## src/logic/vref_ladder_defines.vh

```
// constants for the reference ladder control block
// assumes a plain register port with 8-bit addresses and data
`ifndef VREF_LADDER_DEFINES_VH
`define VREF_LADDER_DEFINES_VH
// ==========================================
// register map
`define VREF_CONTROL_ADDR   8'h9f
`define VREF_CONTROL_RESET  8'h00
`define VREF_CONTROL_MASK   8'hef
// ==========================================
// field positions
`define LADDER_POWER_BIT    7
`define REF_PIN_DRIVE_BIT   6
`define RANGE_SELECT_BIT    5
`define TAP_CODE_MSB        3
`define TAP_CODE_LSB        0
// ==========================================
// ladder segment: high range starts 8 of 32 steps up
`define HIGH_RANGE_OFFSET   5'h08
`endif

```

## src/logic/vref_ladder_control.v

```verilog
// control register and tap steering for the reference ladder
// assumes single-cycle strobes, read data wanted one cycle after read
`timescale 1ns/100ps
`include "vref_ladder_defines.vh"
module vref_ladder_control (
    input  wire       clk,
    input  wire       rst,
    input  wire [7:0] addr,
    input  wire [7:0] wdata,
    input  wire       wr,
    input  wire       rd,
    output reg  [7:0] rdata,
    input  wire       port_a_direction_2,
    output reg        ladder_power_on,
    output reg        ref_pin_drive,
    output reg        range_select,
    output reg  [3:0] tap_code,
    output reg  [4:0] ladder_tap,
    output reg        ref_output_pin_connect
);
// ==========================================
// constants as vectors so single bits can be picked
localparam [7:0] CONTROL_RESET = `VREF_CONTROL_RESET;
localparam [7:0] CONTROL_MASK  = `VREF_CONTROL_MASK;
localparam [4:0] HIGH_OFFSET   = `HIGH_RANGE_OFFSET;

// ==========================================
// address decode
wire       hit;
wire       write_hit;
wire       read_hit;
assign hit       = (addr == `VREF_CONTROL_ADDR);
assign write_hit = wr & hit;
assign read_hit  = rd & hit;

// ==========================================
// write path: fields taken apart, spare bit dropped
wire       write_power;
wire       write_drive;
wire       write_range;
wire [3:0] write_code;
wire [7:0] next_control;
assign write_power  = wdata[`LADDER_POWER_BIT];
assign write_drive  = wdata[`REF_PIN_DRIVE_BIT];
assign write_range  = wdata[`RANGE_SELECT_BIT];
assign write_code   = wdata[`TAP_CODE_MSB:`TAP_CODE_LSB];
assign next_control = {write_power, write_drive, write_range, 1'b0, write_code}
                      & CONTROL_MASK;

// ==========================================
// control register, one cell per bit
// no sleep input, so wake-up leaves the cells alone
wire [7:0] vref_control;

// ladder power
control_bit_cell #(
    .RESET_VALUE (CONTROL_RESET[`LADDER_POWER_BIT]),
    .IMPLEMENTED (CONTROL_MASK[`LADDER_POWER_BIT])
) power_cell_i (
    .clk  (clk),
    .rst  (rst),
    .load (write_hit),
    .din  (next_control[`LADDER_POWER_BIT]),
    .dout (vref_control[`LADDER_POWER_BIT])
);

// pin drive enable
control_bit_cell #(
    .RESET_VALUE (CONTROL_RESET[`REF_PIN_DRIVE_BIT]),
    .IMPLEMENTED (CONTROL_MASK[`REF_PIN_DRIVE_BIT])
) drive_cell_i (
    .clk  (clk),
    .rst  (rst),
    .load (write_hit),
    .din  (next_control[`REF_PIN_DRIVE_BIT]),
    .dout (vref_control[`REF_PIN_DRIVE_BIT])
);

// range select
control_bit_cell #(
    .RESET_VALUE (CONTROL_RESET[`RANGE_SELECT_BIT]),
    .IMPLEMENTED (CONTROL_MASK[`RANGE_SELECT_BIT])
) range_cell_i (
    .clk  (clk),
    .rst  (rst),
    .load (write_hit),
    .din  (next_control[`RANGE_SELECT_BIT]),
    .dout (vref_control[`RANGE_SELECT_BIT])
);

// spare bit, never set
control_bit_cell #(
    .RESET_VALUE (CONTROL_RESET[`TAP_CODE_MSB + 1]),
    .IMPLEMENTED (CONTROL_MASK[`TAP_CODE_MSB + 1])
) spare_cell_i (
    .clk  (clk),
    .rst  (rst),
    .load (write_hit),
    .din  (next_control[`TAP_CODE_MSB + 1]),
    .dout (vref_control[`TAP_CODE_MSB + 1])
);

// tap code bit 3
control_bit_cell #(
    .RESET_VALUE (CONTROL_RESET[`TAP_CODE_LSB + 3]),
    .IMPLEMENTED (CONTROL_MASK[`TAP_CODE_LSB + 3])
) tap3_cell_i (
    .clk  (clk),
    .rst  (rst),
    .load (write_hit),
    .din  (next_control[`TAP_CODE_LSB + 3]),
    .dout (vref_control[`TAP_CODE_LSB + 3])
);

// tap code bit 2
control_bit_cell #(
    .RESET_VALUE (CONTROL_RESET[`TAP_CODE_LSB + 2]),
    .IMPLEMENTED (CONTROL_MASK[`TAP_CODE_LSB + 2])
) tap2_cell_i (
    .clk  (clk),
    .rst  (rst),
    .load (write_hit),
    .din  (next_control[`TAP_CODE_LSB + 2]),
    .dout (vref_control[`TAP_CODE_LSB + 2])
);

// tap code bit 1
control_bit_cell #(
    .RESET_VALUE (CONTROL_RESET[`TAP_CODE_LSB + 1]),
    .IMPLEMENTED (CONTROL_MASK[`TAP_CODE_LSB + 1])
) tap1_cell_i (
    .clk  (clk),
    .rst  (rst),
    .load (write_hit),
    .din  (next_control[`TAP_CODE_LSB + 1]),
    .dout (vref_control[`TAP_CODE_LSB + 1])
);

// tap code bit 0
control_bit_cell #(
    .RESET_VALUE (CONTROL_RESET[`TAP_CODE_LSB]),
    .IMPLEMENTED (CONTROL_MASK[`TAP_CODE_LSB])
) tap0_cell_i (
    .clk  (clk),
    .rst  (rst),
    .load (write_hit),
    .din  (next_control[`TAP_CODE_LSB]),
    .dout (vref_control[`TAP_CODE_LSB])
);

// ==========================================
// stored fields
wire       stored_power;
wire       stored_drive;
wire       stored_range;
wire       stored_spare;
wire [3:0] stored_code;
assign stored_power = vref_control[`LADDER_POWER_BIT];
assign stored_drive = vref_control[`REF_PIN_DRIVE_BIT];
assign stored_range = vref_control[`RANGE_SELECT_BIT];
assign stored_spare = vref_control[`TAP_CODE_MSB + 1];
assign stored_code  = vref_control[`TAP_CODE_MSB:`TAP_CODE_LSB];

// ==========================================
// read view: spare cell holds zero
wire [7:0] read_view;
assign read_view = {stored_power,
                    stored_drive,
                    stored_range,
                    stored_spare,
                    stored_code};

// ==========================================
// read port: data stand one cycle after the strobe, zero otherwise
always @(posedge clk) begin
    if (rst) begin
        rdata <= 8'h00;
    end else if (read_hit) begin
        rdata <= read_view & CONTROL_MASK;
    end else begin
        rdata <= 8'h00;
    end
end

// ==========================================
// ladder steering: low range index = code of 32 steps,
// high range index = 8 + code of 32 steps
wire [3:0] code_now;
wire       low_now;
wire [4:0] low_tap;
wire [4:0] high_tap;
reg  [4:0] next_tap;
assign code_now = stored_code;
assign low_now  = stored_range;
assign low_tap  = {1'b0, code_now};
assign high_tap = HIGH_OFFSET + {1'b0, code_now};
always @* begin
    next_tap = 5'h00;
    case (low_now)
        1'b1: begin
            next_tap = low_tap;
        end
        1'b0: begin
            next_tap = high_tap;
        end
        default: begin
            next_tap = 5'h00;
        end
    endcase
end

// ==========================================
// next values of the control outputs; no comparator input exists
wire       next_power;
wire       next_drive;
wire       next_range;
wire [3:0] next_code;
wire       next_connect;
assign next_power   = stored_power;
assign next_drive   = stored_drive;
assign next_range   = low_now;
assign next_code    = code_now;
assign next_connect = next_drive & port_a_direction_2;

// ==========================================
// output flops, one per output
// ladder power enable
always @(posedge clk) begin
    if (rst) begin
        ladder_power_on <= 1'b0;
    end else begin
        ladder_power_on <= next_power;
    end
end

// pin drive request
always @(posedge clk) begin
    if (rst) begin
        ref_pin_drive <= 1'b0;
    end else begin
        ref_pin_drive <= next_drive;
    end
end

// range select
always @(posedge clk) begin
    if (rst) begin
        range_select <= 1'b0;
    end else begin
        range_select <= next_range;
    end
end

// tap code
always @(posedge clk) begin
    if (rst) begin
        tap_code <= 4'h0;
    end else begin
        tap_code <= next_code;
    end
end

// ladder tap index
always @(posedge clk) begin
    if (rst) begin
        ladder_tap <= 5'h00;
    end else begin
        ladder_tap <= next_tap;
    end
end

// pin connection
always @(posedge clk) begin
    if (rst) begin
        ref_output_pin_connect <= 1'b0;
    end else begin
        ref_output_pin_connect <= next_connect;
    end
end
endmodule

// ==========================================
// one control register bit; an unimplemented bit holds RESET_VALUE in reset and zero after
module control_bit_cell #(
    parameter [0:0] RESET_VALUE = 1'b0,
    parameter [0:0] IMPLEMENTED = 1'b1
) (
    input  wire clk,
    input  wire rst,
    input  wire load,
    input  wire din,
    output reg  dout
);
always @(posedge clk) begin
    if (rst) begin
        dout <= RESET_VALUE;
    end else if (IMPLEMENTED == 1'b0) begin
        dout <= 1'b0;
    end else if (load) begin
        dout <= din;
    end
end
endmodule

```

## config.mk

```make
export PLATFORM = sky130hd
export DESIGN_NAME = vref_ladder_control
export DESIGN_NICKNAME = d
export VERILOG_FILES = /design/src/logic/vref_ladder_control.v
export VERILOG_INCLUDE_DIRS = /design/src /design/src/logic
export SDC_FILE = /design/constraint.sdc
export NUM_CORES = 1
export LEC_CHECK = 0
export ABC_CLOCK_PERIOD_IN_PS = 3500
export BUFFER_PORTS_ARGS = -buffer_cell sky130_fd_sc_hd__buf_4
export CORE_MARGIN = 8
export CORE_UTILIZATION = 46
export CTS_CLUSTER_DIAMETER = 40
export DETAILED_ROUTE_END_ITERATION = 8
export GPL_ROUTABILITY_DRIVEN = 0
export PLACE_DENSITY = 0.81
export SYNTH_ARGS = -nofsm -noshare
export SYNTH_HDL_FRONTEND = slang
export SYNTH_SLANG_ARGS = --single-unit
```

## constraint.sdc

```tcl
create_clock -name clk -period 3.5 [get_ports clk]
set_clock_uncertainty 0.2 [all_clocks]
set_input_delay 1.05 -clock clk [delete_from_list [all_inputs] [get_ports clk]]
set_output_delay 1.05 -clock clk [all_outputs]
set_load 0.005 [all_outputs]
```

## Word level (Yosys, flattened, before mapping)

Index checks and enable logic that the tools add are counted.

- Equal/unequal tests: 1
- Muxes and demuxes: 1
- Add/sub/neg operators: 1
- Reduce and logical (&&, ||, !) cells: 1
- Bitwise logic cells: 5

Operator list:

| kind | number |
|---|---|
| 5-bit case mux with 2 select lines | 1 |
| 8-bit == test (second input constant) | 1 |
| 4-bit by 4-bit adder with 5-bit output (first input constant) | 1 |
| 1-bit bitwise AND | 3 |
| 1-bit inverter | 2 |
| 2-bit OR reduction | 1 |

- Output and inout port bits: 21
- Bits of input ports: 21
- Register bits: 28
- Word-level logic and storage cells: 24

## Logic depth before layout (Yosys ltp)

Gate-level depths: netlist of the first run.

- Depth after elaboration: 4
- Depth in mapped cells: 3
- Depth with buffers taken out: 3

## Hierarchy

A second synthesis of the first run with hierarchy kept.

- Cell total of the unflattened synthesis: 74
- Area, all modules: 810.8 um^2

Modules (own cells, without submodules):

| module | area an instance (um^2) | seq. area each (um^2) | cells an instance | times used |
|---|---|---|---|---|
| vref_ladder_control | 574.3 | 340.3 | 53 | 1 |
| control_bit_cell | 33.8 | 20.0 | 3 | 7 |

## Worst setup path after synthesis of the first run

Ideal clock, no wire load.

- Path type: input -> register
- Start point: input addr[5]
- End point: register power_cell_i.dout
- Path buffers: 0
- Data required time: 3179 ps
- Path slack: 1357 ps
- Setup time: 121 ps
- Cell stages on the path: 3
- Arrival time: 1822 ps
- Cell sequence: and4bb_2 > nand3_4 > mux2_4

- Word-level cells in the longest chain between the ends: 2

Ends and longest elaborated chain:

| what | RTL line | text |
|---|---|---|
| from (decl) | vref_ladder_control.v:8 | `input wire [7:0] addr,` |
| 8-bit == test (no source line) | - |  |
| 1-bit bitwise AND | vref_ladder_control.v:33 | `assign write_hit = wr & hit;` |
| to (signal assigned) | vref_ladder_control.v:300 | `dout <= din;` |
| to (decl) | vref_ladder_control.v:292 | `output reg dout` |

Every way passes these cells.
A chain may end at the register's enable or synchronous reset.

==> flow_metrics.env, run 1 <==
export IMPL_status="finished, final reports clean"
export IMPL_yosysSeqAreaShare_pct=58.09
export IMPL_fin_ws_ns=1.480
export IMPL_vias=581
export IMPL_peakVddDrop_mv=0.1937
export IMPL_min_period_over_period_pct=57.71
export IMPL_rr_endpoint="range_cell_i.dout$_SDFFE_PP0P_"
export IMPL_rrSetupSlack_ns=2.45
export IMPL_setup_viol=0
export IMPL_ys_ff_latch=24
export IMPL_nNetsFinal=129
export IMPL_worstPathMaxFanout=2
export IMPL_grt_usage_pct=10.21
export IMPL_cts_tree="done"
export IMPL_crit_family="flip-flops"
export IMPL_drive_above_1_share_pct=48.11
export IMPL_dpl_hpwl_mm=1.321
export IMPL_synth_distinct_cells=17
export IMPL_fin_crit_ns=2.020
export IMPL_drc_errors=0
export IMPL_start_util_pct=48.42
export IMPL_diodes=0
export IMPL_required_ns=2.25
export IMPL_rr_startpoint="range_cell_i.dout$_SDFFE_PP0P_"
export IMPL_overflow=0
export IMPL_fin_setup_tns_ns=0
export IMPL_hold_slack_ns=0.2629
export IMPL_drtIter0Drc=6
export IMPL_rsz0062_at_grt="no"
export IMPL_drv_cap=0
export IMPL_postCtsHoldBufs=0
export IMPL_ctsResizeCount=0
export IMPL_power_density_nw_per_um2=363.1
export IMPL_synth_cells=69
export IMPL_port_buffers=39
export IMPL_post_drt_wl_per_cell_um=12.50
export IMPL_max_stage_delay_ns=0.35
export IMPL_yosys_warnings=0
export IMPL_crit_path_end_kind="primary output"
export IMPL_hold_violations=0
export IMPL_cts_buffers=3
export IMPL_syn_nets=90
export IMPL_dp_slack_ns=1.181
export IMPL_worstPathCellList="buf_4"
export IMPL_antenna_found_initial=0
export IMPL_crit_path_start="tap_code[2]$_SDFF_PP0_"
export IMPL_place_area_um2=1116
export IMPL_clkLatencyLatePin_ns=0.30
export IMPL_ant_nets=0
export IMPL_hold_class="reg2reg"
export IMPL_die_width_um=58.40
export IMPL_slowest_stage="dfxtp_1"
export IMPL_cts_setup_buffers=0
export IMPL_p_leak_nw=0.5748
export IMPL_core_area_um2=1708
export IMPL_cp_start_kind="register"
export IMPL_area_growth_pct=37.67
export IMPL_grt_max_degree=17
export IMPL_cts_root_buf="clkbuf_4"
export IMPL_critPathCapture="ladder_tap[2]"
export IMPL_boundaryPins=42
export IMPL_clockBufferDepth=2
export IMPL_die_area_um2=3411
export IMPL_via_per_inst=4.435
export IMPL_worst_r2r_cell_count=2
export IMPL_syn_avg_cell_area_um2=11.99
export IMPL_final_max_slew_viol_count=0
export IMPL_cp_num_buf_inv=1
export IMPL_totalPowerFinal_mw=0.4134
export IMPL_h_tree_depth=1
export IMPL_cp_arrival_ns=0.77
export IMPL_first_pass_iters=4
export IMPL_holdPathStages=1
export IMPL_row_count=15
export IMPL_timing_critical_path_depth=1
export IMPL_grt_pass1_wl_mm=2.608
export IMPL_dieHeight_um=58.40
export IMPL_wl_mm=1.637
export IMPL_clkTransAtPathRegs_ns=0.12
export IMPL_grt_pass1_vias=634
export IMPL_design_area_um2=1139
export IMPL_syn_area_um2=827.0
export IMPL_clkSinkCount=24
export IMPL_critPathKind="reg2out"
export IMPL_fmax_mhz=495.1
[how the worst min path moves through the flow]
stage / slack [ns] / to / from
after floorplan: 0.22 / rdata[0]$_SDFF_PP0_ / tap0_cell_i.dout$_SDFFE_PP0P_
after global placement: 0.23 / rdata[1]$_SDFF_PP0_ / tap1_cell_i.dout$_SDFFE_PP0P_
after detailed placement: 0.24 / rdata[1]$_SDFF_PP0_ / tap1_cell_i.dout$_SDFFE_PP0P_
after CTS: 0.27 / rdata[7]$_SDFF_PP0_ / power_cell_i.dout$_SDFFE_PP0P_
after global routing: 0.28 / rdata[7]$_SDFF_PP0_ / power_cell_i.dout$_SDFFE_PP0P_
final: 0.26 / rdata[7]$_SDFF_PP0_ / power_cell_i.dout$_SDFFE_PP0P_
[sequential cells by signal (all words and copies together), names as in the netlist]
register and cells:
range_cell_i.dout 1, tap0_cell_i.dout 1, ladder_power_on 1, rdata 7, ref_output_pin_connect 1, tap1_cell_i.dout 1
range_select 1, ladder_tap 2, ref_pin_drive 1, power_cell_i.dout 1, drive_cell_i.dout 1, tap2_cell_i.dout 1
tap_code 4, tap3_cell_i.dout 1
[power breakdown]
part           total (mW)  internal (mW)  switching (mW)
Sequential          0.274          0.274        0.000193
Clock               0.114         0.0402          0.0736
Combinational      0.0256         0.0178         0.00777
Total               0.413          0.332          0.0816
[routing by layer]
metal  share of wire (%)  GRT usage, %  up-vias  routed length (µm)
li1                    -             -      291                   -
met4                 2.7         7.343        0                  45
met2                  48         17.95       32                 785
met3                  10         5.000        4                 167
met5                   0             0        -                   0
met1                  39         8.779      254                 639
[through the flow]
step	cells	util, %
after global placement	128	65.35
after detailed placement	128	65.35
after CTS	131	66.67
after global routing	131	66.67
final	131	66.67
after floorplan	69	-
[cells in the mapped netlist]
cell,n,area share [%]
mux2_4,5,9.1
and4_2,1,1.2
and4b_2,1,1.4
nor2_1,4,1.8
conb_1,1,0.45
nor2b_1,10,7.6
dfxtp_1,24,58
nand3_4,1,2.1
mux2i_1,2,2.4
and2_1,6,4.5
nand2b_1,4,3.0
buf_2,1,0.60
nand3_1,1,0.60
xor2_1,1,1.1
buf_4,4,3.6
inv_1,2,0.91
and4bb_2,1,1.5
[final cells by class]
type / instances / area, µm²
inverter: 2 / 7.507
timing repair buffer: 39 / 292.8
tap: 25 / 31.28
clock buffer: 3 / 22.52
multi-input combinational: 38 / 304.0
sequential: 24 / 480.5
fill: 148 / 569.3
[cells by family (layout without fill, tap and decap cells)]
logic type / Yosys count / count (layout) / share of synthesized area, %
and+or+nand+nor: 29 / 29 / 23.75
DFF: 24 / 24 / 58.09
muxes: 7 / 7 / 11.50
buffers and inverters: 7 / 44 / 5.144
other: 1 / 1 / 0.4534
xor gates and xnor gates: 1 / 1 / 1.059
[cells in the final DEF (no fill, tap or decap)]
cell / Yosys / routed
inv_1: 2 / 2
clkbuf_4: 0 / 3
nor2b_1: 10 / 10
xor2_1: 1 / 1
dfxtp_1: 24 / 24
and4b_2: 1 / 1
and4bb_2: 1 / 1
and4_2: 1 / 1
nand3_4: 1 / 1
nand2b_1: 4 / 4
and2_1: 6 / 6
mux2i_1: 2 / 2
buf_4: 4 / 39
nand3_1: 1 / 1
nor2_1: 4 / 4
mux2_4: 5 / 5
conb_1: 1 / 1
Note: power is estimated with default switching activity, not from simulation.
==> run 2: changes to the inputs <==
- ABC_CLOCK_PERIOD_IN_PS: 3500 -> 1700
- CORE_UTILIZATION: 46 -> 39
- PLACE_DENSITY: 0.81 -> 0.73
- clock period: 3.5 -> 1.7 ns (I/O delays scaled with it)
==> flow_metrics.env, run 2 (synthesis gave the netlist of run 1 again) <==
export IMPL_p_leak_nw=0.5915
export IMPL_grt_pass1_vias=584
export IMPL_fin_setup_tns_ns=0
export IMPL_reg_top3="rdata: 7 flops, tap_code: 4 flops, ladder_tap: 2 flops"
export IMPL_dp_slack_ns=-0.04241
export IMPL_grt_pass1_wl_mm=2.408
export IMPL_ant_nets=0
export IMPL_drtIter0Drc=7
export IMPL_dpl_hpwl_mm=1.322
export IMPL_clkLatencyLatePin_ns=0.30
export IMPL_fin_util_pct=59.03
export IMPL_required_ns=0.99
export IMPL_critPathKind="reg2out"
export IMPL_via_per_inst=4.243
export IMPL_row_count=16
export IMPL_die_width_um=62.05
export IMPL_largest_register_ffs=7
export IMPL_crit_path_end_kind="primary output"
export IMPL_fin_crit_ns=1.472
export IMPL_worstPathCellList="buf_4"
export IMPL_rsz0062_at_grt="no"
export IMPL_area_growth_pct=41.45
export IMPL_postCtsHoldBufs=0
export IMPL_cts_tree="done"
export IMPL_power_density_nw_per_um2=775.2
export IMPL_first_pass_iters=2
export IMPL_crit_family="flip-flops"
export IMPL_h_tree_depth=1
export IMPL_min_period_over_period_pct=86.57
export IMPL_final_cell_mix="buf_4, dfxtp_1, nor2b_1, and2_1, mux2_4"
export IMPL_hold_violations=0
export IMPL_drv_cap=0
export IMPL_placed_cells=132
export IMPL_nNetsFinal=131
export IMPL_peakVddDrop_mv=0.4859
export IMPL_clockBufferDepth=2
export IMPL_boundaryPins=42
export IMPL_clkTransAtPathRegs_ns=0.12
export IMPL_antenna_found_initial=0
export IMPL_hold_class="in2reg"
export IMPL_cp_arrival_ns=0.76
export IMPL_cts_root_buf="clkbuf_4"
export IMPL_vias=577
export IMPL_core_area_um2=1982
export IMPL_overflow=0
export IMPL_final_common_cell="buf_4"
export IMPL_diodes=0
export IMPL_grt_max_degree=17
export IMPL_grt_usage_pct=8.670
export IMPL_regMostFlops="rdata"
export IMPL_max_stage_delay_ns=0.33
export IMPL_cp_num_buf_inv=1
export IMPL_ctsResizeCount=0
export IMPL_setup_viol=0
export IMPL_worstPathMaxFanout=2
export IMPL_stdcell_count=136
export IMPL_wl_mm=1.638
export IMPL_dieHeight_um=62.05
export IMPL_start_util_pct=41.73
export IMPL_drc_errors=0
export IMPL_final_max_slew_viol_count=0
export IMPL_port_buffers=39
export IMPL_slowest_stage="dfxtp_1"
export IMPL_fin_ws_ns=0.2283
export IMPL_cp_start_kind="register"
export IMPL_die_area_um2=3850
export IMPL_status="finished, final reports clean"
export IMPL_post_drt_wl_per_cell_um=12.04
export IMPL_clkSinkCount=24
export IMPL_drive_above_1_share_pct=49.54
export IMPL_cts_setup_buffers=0
export IMPL_totalPowerFinal_mw=0.9069
export IMPL_fmax_mhz=679.5
export IMPL_cts_buffers=3
-- run 2: report_power, final --
group	switching (mW)	leakage, nW	internal (mW)
logic	0.0163	0.377	0.0374
registers	0.000431	0.194	0.564
clock network	0.158	0.0210	0.131
-- run 2: worst paths after layout --
check | start | end | slack [ns] | depth (start not counted)
setup reg to reg | range_cell_i.dout$_SDFFE_PP0P_ | range_cell_i.dout$_SDFFE_PP0P_ | 0.66 | 2
hold reg to reg | tap0_cell_i.dout$_SDFFE_PP0P_ | rdata[0]$_SDFF_PP0_ | 0.26 | 1
setup / recovery | tap_code[2]$_SDFF_PP0_ | ladder_tap[2] | 0.23 | 1
hold / removal | port_a_direction_2 | ref_output_pin_connect$_SDFF_PP0_ | 0.20 | 2
-- run 2: cell type report --
type                            instances  area (µm²)
Sequential cell                        24       480.5
Tap cell                               27       33.78
Multi-Input combinational cell         38       304.0
Clock buffer                            4       36.28
Inverter                                2       7.507
Fill cell                             175       812.0
Timing Repair Buffer                   41       307.8
-- run 2: through the flow --
| step | area, µm² | hold WS [ns] |
|---|---|---|
| 2_1_floorplan | 827.0 | 0.2214 |
| 3_3_place_gp | 1134 | 0.2274 |
| 3_5_place_dp | 1134 | 0.2320 |
| 4_1_cts | 1170 | 0.1956 |
| 5_1_grt | 1170 | 0.1902 |
| 6_report | 1170 | 0.2040 |
-- run 2: routing by layer --
metal  track usage (%)  wire length (µm)  vias up
met5                 0                 0        -
met4             5.844                14        0
met1             9.048               659      248
li1                  -                 -      300
met3             2.469               183        2
met2             14.75               779       27
